$ cat src/phd_defs.svh
// How it works
// - Calls enter base+2000 privileged, base+3000 unprivileged
// - Bad or non-kernel call function raises illegal-opcode
// - Call target built from base and function bits
// - Next PC saved and pushed on return stack
// - Call issues to E1, stalls only for barrier
// - Call occupies at least four cycles
// - Trap saves return PC, barrier, pushes stack PC
// - Twelve trap offsets in fixed priority order
// - Sign error hides data miss; icache miss reorders
// - Float-disabled trap on disabled or bad-type FP
// - Halt, drain-aborts, memory barrier functions supported
// - Reserved opcodes trap outside handler mode
// - Hardware-enable bit allows reserved opcodes in kernel
// - Physical bit bypasses checks; alternate picks mode
// - Write-check bit adds write fault checks
// - Page-table bit forces kernel, marks double miss
// - Ten-bit displacement, length bit, no alignment traps
// - Store always E0; conditional writes lock flag
// - Return jumps to saved address, bit0 sets mode
// - Type 10 prefetches early, 11 holds fetch
// - PC bit0 marks handler mode, fetch ignores it
`ifndef PHD_DEFS_SVH
`define PHD_DEFS_SVH
// ---------------------------------------------
// Register offsets and fields
// ---------------------------------------------
`define PHD_OFS_BASE   8'h00
`define PHD_OFS_CTRL   8'h08
`define PHD_OFS_EXC    8'h10
`define PHD_OFS_STAT   8'h18
`define PHD_B_HWE      0
`define PHD_B_FPE      1
`define PHD_MODE_KERNEL 2'h0
`define PHD_RST_BASE   64'h0000_0000_0000_0000
`define PHD_RST_CTRL   64'h0000_0000_0000_0000
// ---------------------------------------------
// Instruction fields
// ---------------------------------------------
`define PHD_OP_CALL    6'h00
`define PHD_OP_LD      6'h1B
`define PHD_OP_ST      6'h1F
`define PHD_OP_RET     6'h1E
`define PHD_OP_PRRD    6'h19
`define PHD_OP_PRWR    6'h1D
`define PHD_B_PHYSICAL_ADDR_BIT     15
`define PHD_B_ALT      14
`define PHD_B_WCHK     13
`define PHD_B_QUAD     12
`define PHD_B_PAGE_TABLE_FETCH_BIT     11
`define PHD_B_LOCK     10
`define PHD_FN_MAX     26'h000_00BF
`define PHD_RT_EARLY   2'h2
`define PHD_RT_STALL   2'h3
// ---------------------------------------------
// Trap indices and timing
// ---------------------------------------------
`define PHD_T_ITBM     4'h3
`define PHD_T_DTBM     4'h4
`define PHD_T_DTBD     4'h5
`define PHD_T_ILL      4'h9
`define PHD_T_FEN      4'hB
`define PHD_FLOW_CYC   2'h2
`endif

$ cat src/phd_pkg.sv
package phd_pkg;
   typedef enum logic [2:0] {
      ST_IDLE = 3'h0,
      ST_CBAR = 3'h1,
      ST_CISS = 3'h2,
      ST_FLOW = 3'h3,
      ST_TBAR = 3'h4,
      ST_RISS = 3'h5
   } phd_state_t;
endpackage : phd_pkg

$ cat src/phd_dispatch.sv
// The implementer's own choices: the strobed register port and the register addresses.
`timescale 1ns/1ps
`default_nettype none
`include "phd_defs.svh"
module phd_dispatch (
   input  wire logic        clk_sys,
   input  wire logic        rst,
   input  wire logic [7:0]  bus_addr,
   input  wire logic [63:0] bus_wdata,
   input  wire logic        bus_wr,
   input  wire logic        bus_rd,
   output logic      [63:0] bus_rdata_r,
   input  wire logic        ins_valid,
   input  wire logic [31:0] ins_word,
   input  wire logic [63:0] ins_pc,
   input  wire logic        ins_fp,
   input  wire logic        ins_fp_badtype,
   input  wire logic        pipe_empty,
   input  wire logic [11:0] trap_req,
   input  wire logic        icache_miss,
   input  wire logic        sign_err,
   input  wire logic        trap_precise,
   input  wire logic [63:0] trap_ret_pc,
   input  wire logic [63:0] trap_inst_pc,
   input  wire logic [63:0] trap_late_pc,
   input  wire logic        lock_flag,
   output logic             redirect_r,
   output logic      [63:0] redirect_pc_r,
   output logic      [63:0] fetch_pc_r,
   output logic             rps_push_r,
   output logic      [63:0] rps_pc_r,
   output logic             stall_r,
   output logic             issue_e0_r,
   output logic             issue_e1_r,
   output logic             handler_mode_r,
   output logic             fetch_hold_r,
   output logic             early_fetch_r,
   output logic             mem_req_r,
   output logic             mem_store_r,
   output logic             mem_physical_addr_bit_r,
   output logic             mem_alt_r,
   output logic             mem_wchk_r,
   output logic             mem_kern_r,
   output logic             mem_quad_r,
   output logic             mem_lock_r,
   output logic             mem_noalign_r,
   output logic      [63:0] mem_displacement_field_r,
   output logic             conditional_bit_wb_r,
   output logic             conditional_bit_val_r,
   output logic             preg_rd_r,
   output logic             preg_wr_r
);
   // ---------------------------------------------
   // Decode helpers
   // ---------------------------------------------
   function automatic logic call_bad(input logic [25:0] f, input logic kern);
      call_bad = (f > `PHD_FN_MAX) || (f[7:6] == 2'h1)
                 || (f[7:6] == 2'h0 && !kern);
   endfunction : call_bad

   // Lowest set request wins; index is also the offset / 80 hex
   function automatic logic [4:0] pick(input logic [11:0] r, input logic current_mode_field);
      logic [4:0] p;
      p = 5'h00;
      // Icache miss lets the ITB miss jump ahead of a pending interrupt
      if (current_mode_field && r[`PHD_T_ITBM] && !r[1] && !r[0]) begin
         p = {1'b1, `PHD_T_ITBM};
      end else begin
         for (int i = 11; i >= 0; i--) begin
            if (r[i]) begin
               p = {1'b1, 4'(i)};
            end
         end
      end
      pick = p;
   endfunction : pick

   phd_pkg::phd_state_t st_r, st_nxt;
   logic [63:0] base_r, base_nxt, ctrl_r, ctrl_nxt, exc_r, exc_nxt;
   logic [63:0] tgt_r, tgt_nxt, rps_r, rpsn_nxt, rd_nxt;
   logic [3:0]  tidx_r, tidx_nxt;
   logic [1:0]  cnt_r, cnt_nxt;
   logic        page_table_fetch_bit_r, page_table_fetch_bit_nxt, mode_nxt;
   logic        redir_nxt, push_nxt, stall_nxt, e0_nxt, e1_nxt;
   logic        hold_nxt, early_nxt, mreq_nxt, mst_nxt, physical_addr_bit_nxt, alt_nxt;
   logic        wchk_nxt, kern_nxt, quad_nxt, lock_nxt, cwb_nxt, cval_nxt;
   logic        prd_nxt, pwr_nxt;
   logic [63:0] displacement_field_nxt;
   logic [5:0]  opc;
   logic [25:0] fn;
   logic        kern, priv_ok, fen_hit, ill_hit;
   logic [11:0] req;
   logic [4:0]  sel;
   logic [63:0] nxt_pc;

   assign opc    = ins_word[31:26];
   assign fn     = ins_word[25:0];
   assign kern   = ctrl_r[4:3] == `PHD_MODE_KERNEL;
   assign priv_ok = handler_mode_r || (ctrl_r[`PHD_B_HWE] && kern);
   assign nxt_pc = {ins_pc[63:1], 1'b0} + 64'h0000_0000_0000_0004;
   assign fen_hit = ins_valid && ins_fp
                    && (!ctrl_r[`PHD_B_FPE] || ins_fp_badtype);
   assign ill_hit = ins_valid && !priv_ok && (opc == `PHD_OP_LD
                    || opc == `PHD_OP_ST || opc == `PHD_OP_RET
                    || opc == `PHD_OP_PRRD || opc == `PHD_OP_PRWR);

   // Data miss goes double when the last priv load was a page-table fetch
   always_comb begin
      req = trap_req;
      req[`PHD_T_DTBM] = trap_req[`PHD_T_DTBM] && !page_table_fetch_bit_r && !sign_err;
      req[`PHD_T_DTBD] = (trap_req[`PHD_T_DTBD]
                          || (trap_req[`PHD_T_DTBM] && page_table_fetch_bit_r)) && !sign_err;
      sel = pick(req, icache_miss);
   end

   // ---------------------------------------------
   // Next-state logic
   // ---------------------------------------------
   always_comb begin
      st_nxt = st_r;
      base_nxt = base_r;
      ctrl_nxt = ctrl_r;
      exc_nxt = exc_r;
      tgt_nxt = tgt_r;
      rpsn_nxt = rps_r;
      tidx_nxt = tidx_r;
      cnt_nxt = cnt_r;
      page_table_fetch_bit_nxt = page_table_fetch_bit_r;
      mode_nxt = handler_mode_r;
      rd_nxt = 64'h0000_0000_0000_0000;
      {redir_nxt, push_nxt, stall_nxt, e0_nxt, e1_nxt} = 5'h00;
      {hold_nxt, early_nxt, mreq_nxt, mst_nxt, physical_addr_bit_nxt, alt_nxt} = 6'h00;
      {wchk_nxt, kern_nxt, quad_nxt, lock_nxt, cwb_nxt, cval_nxt} = 6'h00;
      {prd_nxt, pwr_nxt} = 2'h0;
      displacement_field_nxt = mem_displacement_field_r;
      if (bus_wr) begin
         case (bus_addr)
            `PHD_OFS_BASE: base_nxt = bus_wdata;
            `PHD_OFS_CTRL: ctrl_nxt = {59'h0, bus_wdata[4:3], 1'b0, bus_wdata[1:0]};
            `PHD_OFS_EXC:  exc_nxt = bus_wdata;
            default: ;
         endcase
      end
      if (bus_rd) begin
         case (bus_addr)
            `PHD_OFS_BASE: rd_nxt = base_r;
            `PHD_OFS_CTRL: rd_nxt = ctrl_r;
            `PHD_OFS_EXC:  rd_nxt = exc_r;
            `PHD_OFS_STAT: rd_nxt = {56'h0, tidx_r, st_r, handler_mode_r};
            default: rd_nxt = 64'h0000_0000_0000_0000;
         endcase
      end
      case (st_r)
         phd_pkg::ST_IDLE: begin
            if (sel[4]) begin
               st_nxt = phd_pkg::ST_TBAR;
               tidx_nxt = sel[3:0];
               tgt_nxt = trap_ret_pc;
               rpsn_nxt = trap_precise ? trap_inst_pc : trap_late_pc;
               stall_nxt = 1'b1;
            end else if (ill_hit || fen_hit
                         || (ins_valid && opc == `PHD_OP_CALL && call_bad(fn, kern))) begin
               st_nxt = phd_pkg::ST_TBAR;
               tidx_nxt = fen_hit ? `PHD_T_FEN : `PHD_T_ILL;
               tgt_nxt = ins_pc;
               rpsn_nxt = ins_pc;
               stall_nxt = 1'b1;
            end else if (ins_valid) begin
               case (opc)
                  `PHD_OP_CALL: begin
                     st_nxt = phd_pkg::ST_CBAR;
                     stall_nxt = 1'b1;
                     tgt_nxt = {base_r[63:14], 1'b1, fn[7], fn[5:0], 5'h00, 1'b1};
                     rpsn_nxt = nxt_pc;
                  end
                  `PHD_OP_LD, `PHD_OP_ST: begin
                     mreq_nxt = 1'b1;
                     mst_nxt = opc == `PHD_OP_ST;
                     physical_addr_bit_nxt = ins_word[`PHD_B_PHYSICAL_ADDR_BIT];
                     alt_nxt = ins_word[`PHD_B_ALT];
                     quad_nxt = ins_word[`PHD_B_QUAD];
                     displacement_field_nxt = {{54{ins_word[9]}}, ins_word[9:0]};
                     if (opc == `PHD_OP_LD) begin
                        wchk_nxt = ins_word[`PHD_B_WCHK];
                        kern_nxt = ins_word[`PHD_B_PAGE_TABLE_FETCH_BIT];
                        page_table_fetch_bit_nxt = ins_word[`PHD_B_PAGE_TABLE_FETCH_BIT];
                        lock_nxt = ins_word[`PHD_B_LOCK];
                        e0_nxt = ins_word[`PHD_B_LOCK];
                        e1_nxt = !ins_word[`PHD_B_LOCK];
                     end else begin
                        e0_nxt = 1'b1;
                        cwb_nxt = ins_word[`PHD_B_LOCK];
                        cval_nxt = lock_flag;
                     end
                  end
                  `PHD_OP_RET: begin
                     st_nxt = phd_pkg::ST_RISS;
                     hold_nxt = ins_word[15:14] == `PHD_RT_STALL;
                     early_nxt = ins_word[15:14] == `PHD_RT_EARLY;
                     tgt_nxt = exc_r;
                  end
                  `PHD_OP_PRRD: prd_nxt = 1'b1;
                  `PHD_OP_PRWR: pwr_nxt = 1'b1;
                  default: ;
               endcase
            end
         end
         phd_pkg::ST_CBAR: begin
            stall_nxt = !pipe_empty;
            if (pipe_empty) begin
               st_nxt = phd_pkg::ST_CISS;
            end
         end
         phd_pkg::ST_CISS: begin
            st_nxt = phd_pkg::ST_FLOW;
            cnt_nxt = `PHD_FLOW_CYC;
            e1_nxt = 1'b1;
            redir_nxt = 1'b1;
            push_nxt = 1'b1;
            exc_nxt = {rps_r[63:1], handler_mode_r};
            mode_nxt = 1'b1;
         end
         phd_pkg::ST_FLOW: begin
            cnt_nxt = cnt_r - 2'h1;
            if (cnt_r == 2'h1) begin
               st_nxt = phd_pkg::ST_IDLE;
            end
         end
         phd_pkg::ST_TBAR: begin
            stall_nxt = !pipe_empty;
            if (pipe_empty) begin
               st_nxt = phd_pkg::ST_IDLE;
               redir_nxt = 1'b1;
               push_nxt = 1'b1;
               exc_nxt = {tgt_r[63:1], handler_mode_r};
               tgt_nxt = {base_r[63:14], 3'h0, tidx_r, 6'h00, 1'b1};
               mode_nxt = 1'b1;
            end
         end
         phd_pkg::ST_RISS: begin
            st_nxt = phd_pkg::ST_IDLE;
            e1_nxt = 1'b1;
            redir_nxt = 1'b1;
            mode_nxt = exc_r[0];
         end
         default: st_nxt = phd_pkg::ST_IDLE;
      endcase
   end

   // ---------------------------------------------
   // Registers
   // ---------------------------------------------
   // Hardware writes of the saved address land after software ones in the
   // comb block, so a same-cycle bus write loses
   always_ff @(posedge clk_sys or posedge rst) begin
      if (rst) begin
         st_r <= phd_pkg::ST_IDLE;
         base_r <= `PHD_RST_BASE;
         ctrl_r <= `PHD_RST_CTRL;
         exc_r <= 64'h0000_0000_0000_0001;
         tgt_r <= 64'h0000_0000_0000_0000;
         rps_r <= 64'h0000_0000_0000_0000;
         tidx_r <= 4'h0;
         cnt_r <= 2'h0;
         page_table_fetch_bit_r <= 1'b0;
         handler_mode_r <= 1'b1;
         bus_rdata_r <= 64'h0000_0000_0000_0000;
         redirect_pc_r <= 64'h0000_0000_0000_0001;
         fetch_pc_r <= 64'h0000_0000_0000_0000;
         rps_pc_r <= 64'h0000_0000_0000_0000;
         mem_displacement_field_r <= 64'h0000_0000_0000_0000;
         {redirect_r, rps_push_r, stall_r, issue_e0_r, issue_e1_r} <= 5'h00;
         {fetch_hold_r, early_fetch_r, mem_req_r, mem_store_r} <= 4'h0;
         {mem_physical_addr_bit_r, mem_alt_r, mem_wchk_r, mem_kern_r} <= 4'h0;
         {mem_quad_r, mem_lock_r, mem_noalign_r, conditional_bit_wb_r} <= 4'h0;
         {conditional_bit_val_r, preg_rd_r, preg_wr_r} <= 3'h0;
      end else begin
         st_r <= st_nxt;
         base_r <= base_nxt;
         ctrl_r <= ctrl_nxt;
         exc_r <= exc_nxt;
         tgt_r <= tgt_nxt;
         rps_r <= rpsn_nxt;
         tidx_r <= tidx_nxt;
         cnt_r <= cnt_nxt;
         page_table_fetch_bit_r <= page_table_fetch_bit_nxt;
         handler_mode_r <= mode_nxt;
         bus_rdata_r <= rd_nxt;
         if (redir_nxt) begin
            redirect_pc_r <= (st_r == phd_pkg::ST_TBAR) ? tgt_nxt : tgt_r;
            fetch_pc_r <= (st_r == phd_pkg::ST_TBAR)
                          ? {tgt_nxt[63:2], 2'h0} : {tgt_r[63:2], 2'h0};
         end
         if (push_nxt) begin
            rps_pc_r <= rps_r;
         end
         mem_displacement_field_r <= displacement_field_nxt;
         {redirect_r, rps_push_r, stall_r, issue_e0_r, issue_e1_r}
            <= {redir_nxt, push_nxt, stall_nxt, e0_nxt, e1_nxt};
         fetch_hold_r <= hold_nxt;
         early_fetch_r <= early_nxt;
         {mem_req_r, mem_store_r, mem_physical_addr_bit_r, mem_alt_r}
            <= {mreq_nxt, mst_nxt, physical_addr_bit_nxt, alt_nxt};
         {mem_wchk_r, mem_kern_r, mem_quad_r, mem_lock_r}
            <= {wchk_nxt, kern_nxt, quad_nxt, lock_nxt};
         mem_noalign_r <= mreq_nxt;
         {conditional_bit_wb_r, conditional_bit_val_r, preg_rd_r, preg_wr_r}
            <= {cwb_nxt, cval_nxt, prd_nxt, pwr_nxt};
      end
   end

   // ---------------------------------------------
   // Assertions
   // ---------------------------------------------
   property p_call_pc;
      @(posedge clk_sys) disable iff (rst)
      st_r == phd_pkg::ST_CISS |=> redirect_r && redirect_pc_r[13]
         && redirect_pc_r[5:0] == 6'h01 && redirect_pc_r[12] == $past(tgt_r[12]);
   endproperty
   a_call_pc: assert property (p_call_pc) else $error("bad call target");

   property p_bad_fn;
      @(posedge clk_sys) disable iff (rst)
      st_r == phd_pkg::ST_IDLE && !sel[4] && !fen_hit && ins_valid
         && opc == `PHD_OP_CALL && fn[7:6] == 2'h1
      |=> st_r == phd_pkg::ST_TBAR && tidx_r == `PHD_T_ILL;
   endproperty
   a_bad_fn: assert property (p_bad_fn) else $error("call not trapped");

   property p_push;
      @(posedge clk_sys) disable iff (rst)
      st_r == phd_pkg::ST_CISS |=> rps_push_r && rps_pc_r[63:1] == exc_r[63:1];
   endproperty
   a_push: assert property (p_push) else $error("return PC mismatch");

   property p_min4;
      @(posedge clk_sys) disable iff (rst)
      $rose(st_r == phd_pkg::ST_CBAR) |-> (st_r != phd_pkg::ST_IDLE)[*4];
   endproperty
   a_min4: assert property (p_min4) else $error("call too short");

   property p_e1;
      @(posedge clk_sys) disable iff (rst)
      st_r == phd_pkg::ST_CISS |=> issue_e1_r && !issue_e0_r && !stall_r;
   endproperty
   a_e1: assert property (p_e1) else $error("call not in E1");

   property p_trap;
      @(posedge clk_sys) disable iff (rst)
      st_r == phd_pkg::ST_TBAR && pipe_empty |=> redirect_r && handler_mode_r
         && redirect_pc_r[13:0] == {3'h0, $past(tidx_r), 7'h01};
   endproperty
   a_trap: assert property (p_trap) else $error("trap entry wrong");

   property p_rei;
      @(posedge clk_sys) disable iff (rst)
      st_r == phd_pkg::ST_RISS |=> handler_mode_r == $past(exc_r[0])
         && redirect_pc_r == $past(tgt_r);
   endproperty
   a_rei: assert property (p_rei) else $error("return mode wrong");

   property p_store;
      @(posedge clk_sys) disable iff (rst)
      mem_req_r && mem_store_r |-> issue_e0_r && mem_noalign_r;
   endproperty
   a_store: assert property (p_store) else $error("store not in E0");

   property p_sign;
      @(posedge clk_sys) disable iff (rst)
      sign_err |-> !req[`PHD_T_DTBM] && !req[`PHD_T_DTBD];
   endproperty
   a_sign: assert property (p_sign) else $error("data miss not hidden");

   c_call: cover property (@(posedge clk_sys) st_r == phd_pkg::ST_CISS);
   c_trap: cover property (@(posedge clk_sys) st_r == phd_pkg::ST_TBAR ##1 redirect_r);
   c_rei: cover property (@(posedge clk_sys) st_r == phd_pkg::ST_RISS && fetch_hold_r);
endmodule : phd_dispatch
`default_nettype wire

$ cat config.mk
export PLATFORM = sky130hd
export DESIGN_NAME = phd_dispatch
export DESIGN_NICKNAME = d
export VERILOG_FILES = /design/src/phd_pkg.sv /design/src/phd_dispatch.sv
export VERILOG_INCLUDE_DIRS = /design/src
export SDC_FILE = /design/constraint.sdc
export NUM_CORES = 1
export LEC_CHECK = 0
export BUFFER_PORTS_ARGS = -buffer_cell sky130_fd_sc_hd__buf_2
export CAP_MARGIN = 20
export CORE_AREA = 2 2 283 285
export CTS_CLUSTER_DIAMETER = 50
export CTS_CLUSTER_SIZE = 14
export DETAILED_ROUTE_END_ITERATION = 10
export DIE_AREA = 0 0 285 287
export MAX_ROUTING_LAYER = met4
export PLACE_DENSITY_LB_ADDON = 0.12
export SLEW_MARGIN = 20
export SYNTH_ARGS = -nofsm -noshare
export SYNTH_HDL_FRONTEND = slang
export SYNTH_SLANG_ARGS = --single-unit
export TNS_END_PERCENT = 100
$ cat constraint.sdc
create_clock -name clk_sys -period 30 [get_ports clk_sys]
set_clock_uncertainty 0.05 [all_clocks]
set_input_delay 6 -clock clk_sys [delete_from_list [all_inputs] [get_ports clk_sys]]
set_output_delay 6 -clock clk_sys [all_outputs]
set_load 0.01 [all_outputs]
==> results.rst <==
.. list-table::
   :header-rows: 1

   * - Metric
     - Value
   * - Distinct cell type count after synthesis
     - 81
   * - Switching power
     - 1170 uW
   * - Die H
     - 287 microns
   * - Most numerous cell in the Yosys netlist
     - sky130_fd_sc_hd__dfrtp_1
   * - Register area share after synthesis
     - 46.2%
   * - Comb pwr share
     - 32.7%
   * - Post-Route Setup TNS
     - 0 ps
   * - Initial core utilization
     - 33.9%
   * - Initial antenna violation count
     - 16
   * - Yosys warning count
     - 0
   * - Period utilisation layout
     - 31.1%
   * - Net count, final
     - 3537
   * - HPWL reported at the end of detailed placement
     - 80.7 mm
   * - Post-detailed-routing wire length
     - 117 mm
   * - Design internal power
     - 1810 uW
   * - Number of pins with negative max-slew slack in the final report
     - 0
   * - Max Clk Rate
     - 0.107 GHz
   * - Total clock buffers created by CTS
     - 71
   * - Kind of start point of the critical path
     - input port
   * - Leading post-synthesis cells by instance count
     - sky130_fd_sc_hd__dfrtp_1, sky130_fd_sc_hd__o21ai_0, sky130_fd_sc_hd__mux2i_1
   * - Number of standard cells after synthesis
     - 2642
   * - Total iterations of the first detailed-routing run
     - 9
   * - Placer Congestion
     - 0.885
   * - Number of top-level pins
     - 725
   * - Crit path max fanout
     - 55
   * - Share of post-route cells with drive strength above 1
     - 33.9%
   * - Count of fill cells added during filler insertion
     - 7835
   * - Netlist area before placement
     - 26700 sq um
   * - Unrepaired setup endpoints after global routing
     - no
   * - Min Tclk post-route
     - 9340 ps
   * - Hold Path Origin
     - redirect_pc_r[0]$_DFFE_PP1P_
   * - Leading post-synthesis cells by cell area
     - sky130_fd_sc_hd__dfrtp_1, sky130_fd_sc_hd__mux2i_1, sky130_fd_sc_hd__mux2_2
   * - Post-synthesis sequential element count
     - 492
   * - EDFF count, synth
     - 0
   * - Startpoint of the most critical setup path
     - pipe_empty
   * - Htree depth
     - 3
   * - Yosys top cell area share
     - 45.9%
   * - WP data required
     - 30430 ps
   * - Pin count of the biggest net entering global routing
     - 111
   * - FF-to-FF Start
     - st_r[1]$_DFFE_PP0P_
   * - Final hold violations
     - 0
   * - Number of routed nets with antenna violations
     - 0
   * - Cell type with the highest aggregate area in the netlist
     - sky130_fd_sc_hd__dfrtp_1
   * - Largest voltage drop on the vdd net
     - 0.0471 mV
   * - Wire length of the first global-routing pass
     - 169 mm
   * - Number of gates resized after CTS
     - 0
   * - Net switching share of the total power
     - 39.2%
   * - Wire length per cell after detailed routing
     - 27.4 microns
   * - Initial DRC count
     - 2769
   * - Relative contribution of the clock network to total power
     - 30.0%
   * - Avg Inst Size Synth
     - 10.1 sq um
   * - Overall routing resource usage
     - 28.5%
   * - Number of buffers on the longest clock path
     - 3
   * - Leakage component of the power
     - 0.0152 uW
   * - Master cell of the clock root buffer
     - sky130_fd_sc_hd__clkbuf_16
   * - Hold-fix buffers at CTS
     - 0
   * - Arrival time worst endpoint
     - 9780 ps
   * - Standard-cell rows
     - 103
   * - Proportion of synthesized flip-flops having asynchronous set or reset
     - 100%
   * - Result of the run
     - complete, no violations
   * - Sinks on the clock net
     - 492
   * - Clock Pin Slew Worst Setup and Hold Paths
     - 50 ps
   * - Core footprint
     - 78600 sq um
   * - Number of port buffers
     - 722
   * - GRT Residual Overflow
     - 0
   * - P&R area growth vs syn
     - 23.1%
   * - Clock latency reported for the late side of the worst-skew pair
     - 620 ps
   * - Flip-flop cell with the highest count after synthesis
     - sky130_fd_sc_hd__dfrtp_1
   * - Die footprint
     - 81800 sq um
   * - Vias after detailed routing
     - 24500
   * - Maximum capacitance violations
     - 0
   * - Flop pwr share
     - 37.3%
   * - Post-route DRC violation count
     - 0
   * - Setup fix buffers added after clock tree synthesis
     - 0
   * - Min-Delay Path Class
     - register to register
   * - Worst hold margin
     - 442 ps
   * - Vias per cell
     - 5.73
   * - Chip Width
     - 285 microns
   * - TritonCTS clock tree
     - done
   * - Pin slew with the least headroom to its limit
     - 1270 ps
   * - Vias in the first global route
     - 24500
   * - Number of failing setup endpoints in the final timing report
     - 0
   * - Critical path capture point type
     - register
   * - Worst setup path category
     - input port to register
   * - Worst rel slew slack
     - 15.1%
   * - Cell Pwr Density
     - 90.8 nW/um^2
## final timing paths
path                                                   endpoint  slack (ps)  cells past startpoint
worst max-delay path                   rps_pc_r[43]$_DFFE_PP0P_       20660                      6
worst min-delay path               redirect_pc_r[0]$_DFFE_PP1P_         440                      2
worst max register to register  conditional_bit_val_r$_DFF_PP0_       25950                      7
worst min register to register     redirect_pc_r[0]$_DFFE_PP1P_         440                      2
max in group asynchronous         redirect_pc_r[31]$_DFFE_PP0P_       21490                      5
min in group asynchronous             bus_rdata_r[10]$_DFF_PP0_        5440                      2
## cells by family (layout without fill, tap and decap cells)
logic type | count (synthesis) | count (layout) | synth area share [%]
other | 1 | 17 | 0.0141
adder cells (fa/ha/maj) | 2 | 2 | 0.0939
AND/OR/NAND/NOR | 556 | 556 | 10.1
XOR/XNOR | 29 | 29 | 0.953
multiplexers | 397 | 397 | 15.7
buffers and inverters | 408 | 971 | 7.73
flip-flops | 492 | 492 | 46.2
AO/OA/AOI/OAI | 757 | 757 | 19.2
## per-stage QoR
step                power (uW)  cells  util (%)  setup slack, ps  area, sq um
global route              3140   4268      41.7            20620        32800
global placement          2070   4128      38.5            20160        30300
detailed placement        2090   4128      38.5            20150        30300
CTS                       2990   4256      41.7            20770        32800
finish                    2980   4271      41.7            20660        32800
floorplan                 1680   2643         -            10220        26700
## cells in the final DEF, fill, tap and decap left out, types with 9 or more instances in the layout
cell type                    count
sky130_fd_sc_hd__inv_1          79
sky130_fd_sc_hd__and3_1         20
sky130_fd_sc_hd__mux2_2        152
sky130_fd_sc_hd__o21ai_0       317
sky130_fd_sc_hd__a221oi_1       11
sky130_fd_sc_hd__inv_6          11
sky130_fd_sc_hd__nand3_1        47
sky130_fd_sc_hd__mux2i_1       244
sky130_fd_sc_hd__nor3_1         28
sky130_fd_sc_hd__a222oi_1       61
sky130_fd_sc_hd__clkbuf_16      72
sky130_fd_sc_hd__nand2_1       200
sky130_fd_sc_hd__a31oi_1        10
sky130_fd_sc_hd__diode_2        15
sky130_fd_sc_hd__or4_1          13
sky130_fd_sc_hd__o2bb2ai_1      10
sky130_fd_sc_hd__nor4_1         29
sky130_fd_sc_hd__xnor2_1        21
sky130_fd_sc_hd__a22o_1         28
sky130_fd_sc_hd__nor2_1        123
sky130_fd_sc_hd__a211oi_1       13
sky130_fd_sc_hd__buf_2         720
sky130_fd_sc_hd__a22oi_1       122
sky130_fd_sc_hd__a21oi_1        48
sky130_fd_sc_hd__o2111ai_1      57
sky130_fd_sc_hd__o211ai_1       11
sky130_fd_sc_hd__o221ai_1       18
sky130_fd_sc_hd__o31ai_1        12
sky130_fd_sc_hd__bufinv_16       9
sky130_fd_sc_hd__nand4_1        25
sky130_fd_sc_hd__buf_4          43
sky130_fd_sc_hd__clkinvlp_4      9
sky130_fd_sc_hd__dfrtp_1       487
## worst max-delay path, cell delays in order
cell and delay, ps:
sky130_fd_sc_hd__buf_2 900, sky130_fd_sc_hd__buf_4 480, sky130_fd_sc_hd__nand3_1 180, sky130_fd_sc_hd__a21oi_4 900
sky130_fd_sc_hd__buf_4 800, sky130_fd_sc_hd__mux2_2 410
## per-layer routing
layer | wire length, microns | GRT usage [%]
met5 | 0 | -
met4 | 3350 | 9.52
met3 | 8530 | 4.87
met2 | 58200 | 47.7
met1 | 47000 | 35.0
## sequential cells by signal, summed over array words and instances, names as in the netlist, 2 cells and up
register,cells
mem_displacement_field_r,10
base_r,64
tgt_r,64
ctrl_r,4
rps_r,64
exc_r,64
tidx_r,4
st_r,3
cnt_r,2
redirect_pc_r,63
rps_pc_r,64
bus_rdata_r,64
## power by group through the flow
stage	Combinational [uW]	Sequential (uW)	Clock [uW]
after floorplan	640	1040	0
after global placement	959	1110	0
after detailed placement	973	1120	0
after CTS	975	1110	909
after global routing	1070	1130	939
final	973	1110	894
## final cells by class
class / instances / area [sq um] / share of cell area, %
multi-input combinational: 1743 / 12400 / 37.8
clock buffer: 86 / 1930 / 5.90
timing repair buffer: 763 / 3930 / 12.0
antenna: 15 / 37.5 / 0.114
clock inverter: 42 / 562 / 1.71
sequential: 492 / 12300 / 37.5
tap: 1050 / 1310 / 4.00
inverter: 80 / 308 / 0.938
(Power assumes the default switching activity.)
